--- src/core/sapc_pkg.sv ---
package sapc_pkg;
   // ----------------------------------------------------------------
   // clock and start-up window
   // ----------------------------------------------------------------
   localparam int unsigned CLK_MHZ = 250;
   localparam int unsigned SW1_WIN_MIN_MS = 500;
   localparam int unsigned SW1_WIN_MAX_MS = 1000;
   // window held to the least figure so the green pin is never driven early
   localparam int unsigned WIN_CYCLES = SW1_WIN_MIN_MS * 1000 * CLK_MHZ;
   // ----------------------------------------------------------------
   // serial framing and register map
   // ----------------------------------------------------------------
   localparam int unsigned BAUD_DIV_DEF = 2170;
   localparam int unsigned BLUE_HOLD_DEF = 1250000;
   localparam logic [3:0] ADDR_CTRL = 4'h0;
   localparam logic [3:0] ADDR_STATUS = 4'h4;
   localparam logic [3:0] ADDR_TXDATA = 4'h8;
   localparam logic [3:0] ADDR_BAUD = 4'hc;
   localparam int unsigned CTRL_RED_BIT = 0;
   localparam int unsigned CTRL_GREEN_BIT = 1;
   localparam int unsigned CTRL_RTS_BIT = 2;
   localparam logic [2:0] CTRL_RESET = 3'h0;
   localparam logic [15:0] BAUD_RESET = 16'h087a;
   localparam int unsigned FIFO_DEPTH = 4;
endpackage

--- src/core/sapc_fifo.sv ---
module sapc_fifo #(
   parameter int unsigned WIDTH = 8,
   parameter int unsigned DEPTH = 4
) (
   input wire logic i_sys_clk,
   input wire logic i_rst_n,
   input wire logic i_in_valid,
   output logic o_in_ready,
   input wire logic [WIDTH-1:0] i_in_data,
   output logic o_out_valid,
   input wire logic i_out_ready,
   output logic [WIDTH-1:0] o_out_data
);
   localparam int unsigned AW = (DEPTH > 1) ? $clog2(DEPTH) : 1;
   if (DEPTH < 2 || (DEPTH & (DEPTH - 1)) != 0) begin : g_bad_depth
      $error("depth must be a power of two");
   end
   logic [WIDTH-1:0] mem_reg [DEPTH];
   logic [AW:0] wr_ptr_reg;
   logic [AW:0] rd_ptr_reg;
   logic push;
   logic pop;
   assign o_in_ready = (wr_ptr_reg - rd_ptr_reg) != (AW+1)'(DEPTH);
   assign o_out_valid = wr_ptr_reg != rd_ptr_reg;
   assign o_out_data = mem_reg[rd_ptr_reg[AW-1:0]];
   assign push = i_in_valid && o_in_ready;
   assign pop = o_out_valid && i_out_ready;
   always_ff @(posedge i_sys_clk or negedge i_rst_n) begin
      if (!i_rst_n) begin
         wr_ptr_reg <= '0;
      end else if (push) begin
         wr_ptr_reg <= wr_ptr_reg + 1'b1;
      end
   end
   always_ff @(posedge i_sys_clk or negedge i_rst_n) begin
      if (!i_rst_n) begin
         rd_ptr_reg <= '0;
      end else if (pop) begin
         rd_ptr_reg <= rd_ptr_reg + 1'b1;
      end
   end
   always_ff @(posedge i_sys_clk) begin
      if (push) begin
         mem_reg[wr_ptr_reg[AW-1:0]] <= i_in_data;
      end
   end
endmodule

--- src/core/sapc_sync.sv ---
module sapc_sync #(
   parameter int unsigned WIDTH = 1,
   parameter logic [WIDTH-1:0] RESET_VAL = '1
) (
   input wire logic i_sys_clk,
   input wire logic i_rst_n,
   input wire logic [WIDTH-1:0] i_async,
   output logic [WIDTH-1:0] o_sync
);
   logic [WIDTH-1:0] meta_reg;
   always_ff @(posedge i_sys_clk or negedge i_rst_n) begin
      if (!i_rst_n) begin
         meta_reg <= RESET_VAL;
         o_sync <= RESET_VAL;
      end else begin
         meta_reg <= i_async;
         o_sync <= meta_reg;
      end
   end
endmodule

--- src/core/sapc_pin_ctrl.sv ---
// Overview of operation
// - switch 0 low requests external connect
// - both switches low at start-up: factory
// - switch 1 low restores default serial
// - switch 1 honoured only in window
// - green shares pin, driven after window
// - red indicator active low status
// - red pin never sampled as mode
// - blue flickers during transmission
// - rts output, cts input, active low
// - transmit data non-inverted levels
//
// Chosen here: the strobed register port and the placing of the registers.
module sapc_pin_ctrl #(
   parameter int unsigned WIN_CYCLES = sapc_pkg::WIN_CYCLES,
   parameter int unsigned BLUE_HOLD = sapc_pkg::BLUE_HOLD_DEF,
   parameter int unsigned FIFO_DEPTH = sapc_pkg::FIFO_DEPTH
) (
   input wire logic i_sys_clk,
   input wire logic i_rst_n,
   input wire logic [3:0] i_addr,
   input wire logic [31:0] i_wdata,
   input wire logic i_wr,
   input wire logic i_rd,
   output logic [31:0] o_rdata,
   input wire logic i_sw0_n,
   input wire logic i_sw1_green_n,
   output logic o_green_n,
   output logic o_green_oe,
   output logic o_red_n,
   output logic o_blue_n,
   input wire logic i_cts_n,
   output logic o_rts_n,
   output logic o_txd,
   output logic o_ext_connect,
   output logic o_factory_restore,
   output logic o_serial_default
);
   if (WIN_CYCLES < 2 || BLUE_HOLD < 1 || FIFO_DEPTH < 2) begin : g_bad_param
      $error("bad parameters");
   end

   // ----------------------------------------------------------------
   // pin synchronisers
   // ----------------------------------------------------------------
   logic sw0_s;
   logic sw1_s;
   logic cts_s;
   sapc_sync #(.WIDTH(3), .RESET_VAL(3'h7)) u_sync (
      .i_sys_clk(i_sys_clk),
      .i_rst_n(i_rst_n),
      .i_async({i_sw0_n, i_sw1_green_n, i_cts_n}),
      .o_sync({sw0_s, sw1_s, cts_s})
   );

   // ----------------------------------------------------------------
   // start-up window
   // ----------------------------------------------------------------
   logic [31:0] win_cnt_reg;
   logic win_open;
   assign win_open = win_cnt_reg < WIN_CYCLES;
   always_ff @(posedge i_sys_clk or negedge i_rst_n) begin
      if (!i_rst_n) begin
         win_cnt_reg <= '0;
      end else if (win_open) begin
         win_cnt_reg <= win_cnt_reg + 32'h1;
      end
   end

   always_ff @(posedge i_sys_clk or negedge i_rst_n) begin
      if (!i_rst_n) begin
         o_serial_default <= 1'b0;
      end else if (win_open && !sw1_s) begin
         o_serial_default <= 1'b1;
      end
   end

   always_ff @(posedge i_sys_clk or negedge i_rst_n) begin
      if (!i_rst_n) begin
         o_factory_restore <= 1'b0;
      end else if (win_open && !sw1_s && !sw0_s) begin
         o_factory_restore <= 1'b1;
      end
   end

   always_ff @(posedge i_sys_clk or negedge i_rst_n) begin
      if (!i_rst_n) begin
         o_ext_connect <= 1'b0;
      end else begin
         o_ext_connect <= !sw0_s;
      end
   end

   // ----------------------------------------------------------------
   // register port
   // ----------------------------------------------------------------
   logic [2:0] ctrl_reg;
   logic [15:0] baud_reg;
   logic fifo_in_ready;
   logic fifo_out_valid;
   logic fifo_out_ready;
   logic [7:0] fifo_out_data;
   logic tx_busy;
   logic tx_push;
   assign tx_push = i_wr && i_addr == sapc_pkg::ADDR_TXDATA;

   always_ff @(posedge i_sys_clk or negedge i_rst_n) begin
      if (!i_rst_n) begin
         ctrl_reg <= sapc_pkg::CTRL_RESET;
      end else if (i_wr && i_addr == sapc_pkg::ADDR_CTRL) begin
         ctrl_reg <= i_wdata[2:0];
      end
   end

   always_ff @(posedge i_sys_clk or negedge i_rst_n) begin
      if (!i_rst_n) begin
         baud_reg <= sapc_pkg::BAUD_RESET;
      end else if (i_wr && i_addr == sapc_pkg::ADDR_BAUD && i_wdata[15:0] != 16'h0) begin
         baud_reg <= i_wdata[15:0];
      end
   end

   always_ff @(posedge i_sys_clk or negedge i_rst_n) begin
      if (!i_rst_n) begin
         o_rdata <= '0;
      end else if (i_rd) begin
         unique case (i_addr)
            sapc_pkg::ADDR_CTRL: o_rdata <= {29'h0, ctrl_reg};
            sapc_pkg::ADDR_STATUS: o_rdata <= {24'h0, !win_open, !cts_s, tx_busy,
               fifo_in_ready, o_factory_restore, o_serial_default, !sw1_s, !sw0_s};
            sapc_pkg::ADDR_BAUD: o_rdata <= {16'h0, baud_reg};
            default: o_rdata <= '0;
         endcase
      end else begin
         o_rdata <= '0;
      end
   end

   // ----------------------------------------------------------------
   // transmit fifo
   // ----------------------------------------------------------------
   // a write while full is dropped; software polls status bit 4 first
   sapc_fifo #(.WIDTH(8), .DEPTH(FIFO_DEPTH)) u_fifo (
      .i_sys_clk(i_sys_clk),
      .i_rst_n(i_rst_n),
      .i_in_valid(tx_push),
      .o_in_ready(fifo_in_ready),
      .i_in_data(i_wdata[7:0]),
      .o_out_valid(fifo_out_valid),
      .i_out_ready(fifo_out_ready),
      .o_out_data(fifo_out_data)
   );

   // ----------------------------------------------------------------
   // serial transmitter
   // ----------------------------------------------------------------
   typedef enum logic [1:0] {SAPC_IDLE, SAPC_SHIFT} sapc_tx_state_t;
   sapc_tx_state_t tx_state_reg;
   logic [9:0] shift_reg;
   logic [3:0] bit_cnt_reg;
   logic [15:0] baud_cnt_reg;
   logic bit_end;
   assign bit_end = baud_cnt_reg == 16'h1;
   assign tx_busy = tx_state_reg == SAPC_SHIFT;
   assign fifo_out_ready = tx_state_reg == SAPC_IDLE && !cts_s;

   always_ff @(posedge i_sys_clk or negedge i_rst_n) begin
      if (!i_rst_n) begin
         tx_state_reg <= SAPC_IDLE;
         shift_reg <= 10'h3ff;
         bit_cnt_reg <= '0;
         baud_cnt_reg <= 16'h1;
      end else begin
         unique case (tx_state_reg)
            SAPC_IDLE: begin
               if (fifo_out_valid && fifo_out_ready) begin
                  shift_reg <= {1'b1, fifo_out_data, 1'b0};
                  bit_cnt_reg <= 4'ha;
                  baud_cnt_reg <= baud_reg;
                  tx_state_reg <= SAPC_SHIFT;
               end
            end
            SAPC_SHIFT: begin
               if (bit_end) begin
                  shift_reg <= {1'b1, shift_reg[9:1]};
                  bit_cnt_reg <= bit_cnt_reg - 4'h1;
                  baud_cnt_reg <= baud_reg;
                  if (bit_cnt_reg == 4'h1) begin
                     tx_state_reg <= SAPC_IDLE;
                  end
               end else begin
                  baud_cnt_reg <= baud_cnt_reg - 16'h1;
               end
            end
            default: tx_state_reg <= SAPC_IDLE;
         endcase
      end
   end

   always_ff @(posedge i_sys_clk or negedge i_rst_n) begin
      if (!i_rst_n) begin
         o_txd <= 1'b1;
      end else begin
         o_txd <= tx_busy ? shift_reg[0] : 1'b1;
      end
   end

   always_ff @(posedge i_sys_clk or negedge i_rst_n) begin
      if (!i_rst_n) begin
         o_rts_n <= 1'b1;
      end else begin
         o_rts_n <= !ctrl_reg[sapc_pkg::CTRL_RTS_BIT];
      end
   end

   // ----------------------------------------------------------------
   // indicators
   // ----------------------------------------------------------------
   // red follows status
   always_ff @(posedge i_sys_clk or negedge i_rst_n) begin
      if (!i_rst_n) begin
         o_red_n <= 1'b1;
      end else begin
         o_red_n <= !ctrl_reg[sapc_pkg::CTRL_RED_BIT];
      end
   end

   always_ff @(posedge i_sys_clk or negedge i_rst_n) begin
      if (!i_rst_n) begin
         o_green_oe <= 1'b0;
         o_green_n <= 1'b1;
      end else begin
         o_green_oe <= !win_open;
         o_green_n <= !ctrl_reg[sapc_pkg::CTRL_GREEN_BIT];
      end
   end

   // blue flicker timer
   // a slow toggle runs while a character is sent, and on to the end of its period, so the flicker is visible
   logic [31:0] blue_cnt_reg;
   always_ff @(posedge i_sys_clk or negedge i_rst_n) begin
      if (!i_rst_n) begin
         blue_cnt_reg <= '0;
         o_blue_n <= 1'b1;
      end else if (tx_busy || blue_cnt_reg != 32'h0) begin
         if (blue_cnt_reg >= BLUE_HOLD - 1) begin
            blue_cnt_reg <= '0;
            o_blue_n <= !o_blue_n;
         end else begin
            blue_cnt_reg <= blue_cnt_reg + 32'h1;
         end
      end else begin
         o_blue_n <= 1'b1;
      end
   end
endmodule

--- config.mk ---
export PLATFORM = sky130hd
export DESIGN_NAME = sapc_pin_ctrl
export DESIGN_NICKNAME = d
export VERILOG_FILES = /design/src/core/sapc_pkg.sv /design/src/core/sapc_fifo.sv /design/src/core/sapc_sync.sv /design/src/core/sapc_pin_ctrl.sv
export SDC_FILE = /design/constraint.sdc
export NUM_CORES = 1
export LEC_CHECK = 0
export ABC_AREA = 1
export CORE_MARGIN = 1
export CORE_UTILIZATION = 45
export CTS_BUF_LIST = sky130_fd_sc_hd__clkbuf_2 sky130_fd_sc_hd__clkbuf_4 sky130_fd_sc_hd__clkbuf_8
export DETAILED_ROUTE_END_ITERATION = 8
export DONT_BUFFER_PORTS = 1
export PLACE_DENSITY = 0.63
export REMOVE_ABC_BUFFERS = 1
export SKIP_CTS_REPAIR_TIMING = 1
export SLEW_MARGIN = 0
export SYNTH_ARGS = -nofsm -noshare
export SYNTH_HDL_FRONTEND = slang
export SYNTH_SLANG_ARGS = --single-unit
--- constraint.sdc ---
create_clock -name i_sys_clk -period 2.4 [get_ports i_sys_clk]
set_input_delay 0 -clock i_sys_clk [delete_from_list [all_inputs] [get_ports i_sys_clk]]
set_output_delay 0 -clock i_sys_clk [all_outputs]
set_load 0.05 [all_outputs]
; Word level (Yosys, flattened, before mapping)
; Memories as Yosys holds them, arrays and structs flattened.
; Index checks and enable logic that the tools add are counted.
[word_totals]
regBits = 168
mem_bits_rw = 32
output_inout_bits = 41
mem_count = 1
[memory_table]
columns = memory, words, word_bits, read_ports, rd_ports_with_merged_regs, wr, line_no
row1 = u_fifo.mem_reg, 4, 8, 1, 0, 1, sapc_fifo.sv:18  ; logic [WIDTH-1:0] mem_reg [DEPTH];
[op_classes]
n_addsub = 7
magnitude_cmp = 2
n_eq_ne = 12
muxes = 21
n_reduce_logical = 26
[op_table]
columns = cell, count
row1 = adder 32 x 1 -> 32 bit (second input constant), 2
row2 = two-way mux 32 bit, 2
row3 = one-hot mux 16 bit (3 select lines), 1
row4 = >= comparator 32 x 21 -> 1 bit (second input constant), 1
row5 = less-than comparator 32 x 27 -> 1 bit (second input constant), 1
row6 = two-way mux 16 bit, 2
row7 = one-hot mux 16 bit (2 select lines), 1
row8 = nonzero test 32 bit, 1
row9 = two-way mux 10 bit, 2
row10 = one-hot mux 10 bit (2 select lines), 1
row11 = == test 16 x 1 -> 1 bit (second input constant), 1
row12 = nonzero test 16 bit, 1
row13 = subtractor 16 x 1 -> 16 bit (second input constant), 1
row14 = logical AND 1 bit, 9
row15 = == test 4 bit (second input constant), 2
row16 = zero test 1 bit, 8
row17 = two-way mux 4 bit, 2
row18 = inequality test 2 x 1 -> 1 bit (second input constant), 4
row19 = one-hot mux 4 bit (2 select lines), 1
row20 = adder 3 x 1 -> 3 bit (second input constant), 2
row21 = two-way mux 2 bit, 3
row22 = AND reduction 3 bit, 2
row23 = two-way mux 1 bit, 5
row24 = == test 4 x 1 -> 1 bit (second input constant), 1
row25 = 12 further kinds, 12

; Logic depth before layout (Yosys ltp)
[logic_depth]
ltp_word = 5
depth_mapped = 14
depth_no_buf = 13

; By module
; A second synthesis with hierarchy kept.
[unflattened]
cells_unflattened = 1068
area_unflattened_um2 = 9031.2
[modules_own_cells]
columns = module, instances, cells_each, area_each_um2
row1 = sapc_pin_ctrl, 1, 923, 7235.7
row2 = sapc_fifo, 1, 139, 1637.8
row3 = sapc_sync, 1, 6, 157.7

; Least setup slack after synthesis
; No wires, ideal clock.
[synth_timing]
path_type = register to register
startpoint = register u_fifo.rd_ptr_reg[1]
endpoint = memory u_fifo.mem_reg[0][0], enable pin
t_arrival_ps = 1815
slack_ps = 214
path_stages_with_launch = 9
n_path_buf = 0
synth_period_minus_slack_ps = 2186
cell_sequence = dfrtp_1 -> clkinv_1 -> ha_1 -> nand2_1 -> nand2_1 -> nor2_1 -> nand3b_1 -> nand2_1 -> nor2_1
[synth_between]
elab_chain_cells = 5
[synth_rtl]
columns = element, line_no
row1 = "start, declared", sapc_fifo.sv:20  ; logic [AW:0] rd_ptr_reg;
row2 = "start signal, assigned", sapc_fifo.sv:39  ; rd_ptr_reg <= rd_ptr_reg + 1'b1;
row3 = subtractor 3 bit, sapc_fifo.sv:23  ; assign o_in_ready = (wr_ptr_reg - rd_ptr_reg) != (AW+1)'(DEPTH);
row4 = inequality test 3 bit, sapc_fifo.sv:23
row5 = logical AND 1 bit, sapc_fifo.sv:26  ; assign push = i_in_valid && o_in_ready;
row6 = two-way mux 1 bit, sapc_fifo.sv:43  ; if (push) begin
row7 = two-way mux 1 bit (implied by the code), sapc_fifo.sv:44  ; mem_reg[wr_ptr_reg[AW-1:0]] <= i_in_data;
row8 = "end, declared", sapc_fifo.sv:18
; Every way passes these cells.

; Worst setup path in the final report
[layout_timing]
startpoint = input i_addr[1]
endpoint = register baud_reg[3]
[layout_between]
elab_chain_cells = 3
[layout_rtl]
columns = element, line_no
row1 = "start, declared", sapc_pin_ctrl.sv:21  ; input wire logic [3:0] i_addr,
row2 = == test 4 bit, sapc_pin_ctrl.sv:118  ; end else if (i_wr && i_addr == sapc_pkg::ADDR_BAUD && i_wdata[15:0] != 16'h0) begin
row3 = logical AND 1 bit (2 in series), sapc_pin_ctrl.sv:118
row4 = "end signal, assigned", sapc_pin_ctrl.sv:117  ; baud_reg <= sapc_pkg::BAUD_RESET;
row5 = "end signal, assigned", sapc_pin_ctrl.sv:119  ; baud_reg <= i_wdata[15:0];
row6 = "end, declared", sapc_pin_ctrl.sv:98  ; logic [15:0] baud_reg;
; Every way passes these cells.
; A chain may end at the register's enable or synchronous reset.

==> key figures <==
STA
  • Final Cycle Share: 0.873
  • Slew @ Worst Pin: 516 ps
  • Setup WS post-layout: 304 ps
  • RSZ-0062 raised after global routing: false
  • Final hold slack: -754 ps
  • Final Setup Violations: 0
  • Clk_skew: 18.0 ps
  • Setup TNS: 0 ps
  • Max transition margin: 0.656
  • Hold Vio Cnt, Final: 153
  • Final Max Tran Viols: 0
  • Min Tclk post-route: 2100 ps
  • Fmax: 0.477 GHz

Cells and area
  • N_diodes: 0
  • Post-layout util: 0.510
  • Commonest non-fill, non-tap cells in the layout: nand2_1, nor2_1, dfrtp_1, inv_1, nand3_1
  • Layout cell share with drive strength beyond 1: 0.109
  • Cell area after layout: 10000 sq um
  • Layout Nets: 1,159
  • Area growth, synth to finish: 10.2%
  • Most common cell after layout, fill and taps aside: nand2_1

Yosys
  • Multiplexer share of the synthesized area: 0
  • Library cells used by synthesis: 50
  • Synth top area share: 0.339
  • Mean Syn Cell Area: 8.59 sq um
  • Post-synth top flop: dfrtp_1
  • Xor/xnor share of the synthesized area: 0.0346
  • Post-Synth Simple-Gate Area: 0.265
  • Register area share after synthesis: 0.524
  • Total number of yosys warnings: 0
  • Post-synth ARST share: 0.824
  • FF+latch count, synth: 182
  • Adder-cell share of the synthesized area: 0.0193
  • Synthesized area: 9070 sq um
  • Area leader, netlist: dfrtp_1
  • Post-synth EDFFs: 32
  • Largest family of logic cells by synthesized area: simple AND/OR/NAND/NOR gates
  • Compound-gate portion of the synthesized area: 0.0760
  • Synthesized instance count: 1,056
  • Ranking of synthesized cells by area: dfrtp_1, nand2_1, edfxtp_1, dfstp_2, nor2_1

Clock network
  • Root Buffer: clkbuf_8
  • TritonCTS buffer count: 17
  • TritonCTS clock tree: done
  • Worst-case clock buffer depth: 2
  • Clk_lat worst skew: 460 ps
  • Register clock-pin slew on the reported worst setup and hold paths: 100 ps
  • Clock sink count: 182
  • H-tree lvl count: 4

Drt
  • Final WL: 18.7 mm
  • Post-route DRC: 0
  • Post-DRT Antenna Nets: 0
  • DRT iter0 DRCs: 399
  • Drt wl/cell: 13.5 microns
  • Drt pass-1 iters: 5
  • Total number of vias: 6,707
  • Vias per inst: 4.86

Placement
  • Post-detail-place hpwl: 12.8 mm
  • PortBufs: 0
  • Dpl cell area: 9270 sq um
  • Placer Congestion: 0.916
  • Place WS: 219 ps

Critical path
  • Worst Path Max Fanout: 4
  • CP endpoint kind: register
  • R2r setup slk: 430 ps
  • Kind of critical path: in2reg
  • R2R depth: 9
  • Crit path arrival time: 2500 ps
  • Data required, critical path: 2800 ps
  • Critical Path Source Type: input port

Global routing
  • First-pass GRT wire length: 30.5 mm
  • Initial antenna violation count: 0
  • Vias in the first global route: 6,155
  • Total gr overflow: 0
  • GRT Total Usage: 0.191
  • Largest net degree at the start of global routing: 151
  • GR peak layer: met2
  • Met2 usage in global routing: 0.285
  • Met3 Usage GRT: 0.0580
  • Grt met1 use: 0.265

Die
  • Die area: 20,700 sq um
  • Initial Util: 0.463
  • Rows: 51
  • CORE AREA: 19,600 sq um
  • Die W: 144 microns
  • Chip Height: 144 microns
  • Top Ports: 84

Power and ir drop
  • Max rail drop VDD: 0.000446 V
  • Pwr dens: 644 nW/um^2
  • Leakage: 4.46 nW
  • Power, Total: 6.43 mW

Status
  • Failing checks: hold timing
  • Status: finished with violations

Min path
  • Worst min path class: in2async

Job
  • Max-cap violations: 0
==> cell usage after synthesis (4+ instances only) <==
cell type	number
nand2_1	267
nor2_1	146
dfrtp_1	123
inv_1	107
nand3_1	65
o21ai_0	34
edfxtp_1	32
dfstp_2	27
o21ai_1	27
xor2_1	27
nor3_1	22
buf_4	21
a21oi_1	15
ha_1	14
nand4_1	11
o21ai_2	10
o22ai_1	10
buf_6	9
nand2_2	9
a31oi_1	7
clkbuf_1	7
xnor2_1	7
buf_2	5
nand3b_1	5
nor3_2	5
inv_2	4
nor2_2	4
nor3b_1	4
o211ai_1	4
==> where the power goes <==
group	switching [mW]	internal (mW)
Sequential	0.235	3.38
Combinational	0.412	0.277
Clock	1.13	1.00
Total	1.78	4.65
==> stage by stage <==
stage          std cells  hold WS (ps)
3_3_place_gp        1316          -289
4_1_cts             1348          -802
3_5_place_dp        1316          -282
2_1_floorplan       1040          -296
5_1_grt             1380          -815
6_report            1380          -754
==> area by class of cell <==
class | instances | area [sq um]
clock inverters | 11 | 140
flip-flops and latches | 182 | 4750
well taps | 265 | 332
repair buffers | 43 | 403
clock buffers | 21 | 264
multi-input cells | 745 | 3680
inverters | 113 | 427
fillers | 1890 | 9590
==> worst max-delay path: stages <==
cell and delay [ps]:
dlygate4sd3_1 540, nor2_1 190, nand3_1 220, nor2_4 170
dlygate4sd3_1 640, nand3_1 100, dlygate4sd3_1 570, nand2_1 70
==> cells by family (layout without fill, tap and decap cells) <==
| logic type | Yosys count | in the layout |
|---|---|---|
| buf+inv | 155 | 188 |
| flops | 182 | 182 |
| fa+ha+maj | 14 | 14 |
| xor+xnor | 35 | 35 |
| compound gates | 116 | 116 |
| other cells | 1 | 27 |
| simple gates | 553 | 553 |
==> metal layers <==
layer,wire [microns],part of all wire
met5,0,0
met4,167,0.0089
met3,1010,0.054
met2,8420,0.45
met1,9090,0.49
==> path summary, 6_finish.rpt <==
| check | start | end |
|---|---|---|
| max | i_addr[1] | baud_reg[3] |
| min | i_rst_n | baud_cnt_reg[5] |
| max reg2reg | u_fifo.rd_ptr_reg[1] | u_fifo.mem_reg[0][5] |
| min reg2reg | u_sync.meta_reg[0] | u_sync.o_sync[0] |
| max in group asynchronous | i_rst_n | baud_cnt_reg[0] |
| min in group i_sys_clk | i_wdata[10] | baud_reg[8] |
Power figures use the tool's default switching activity.
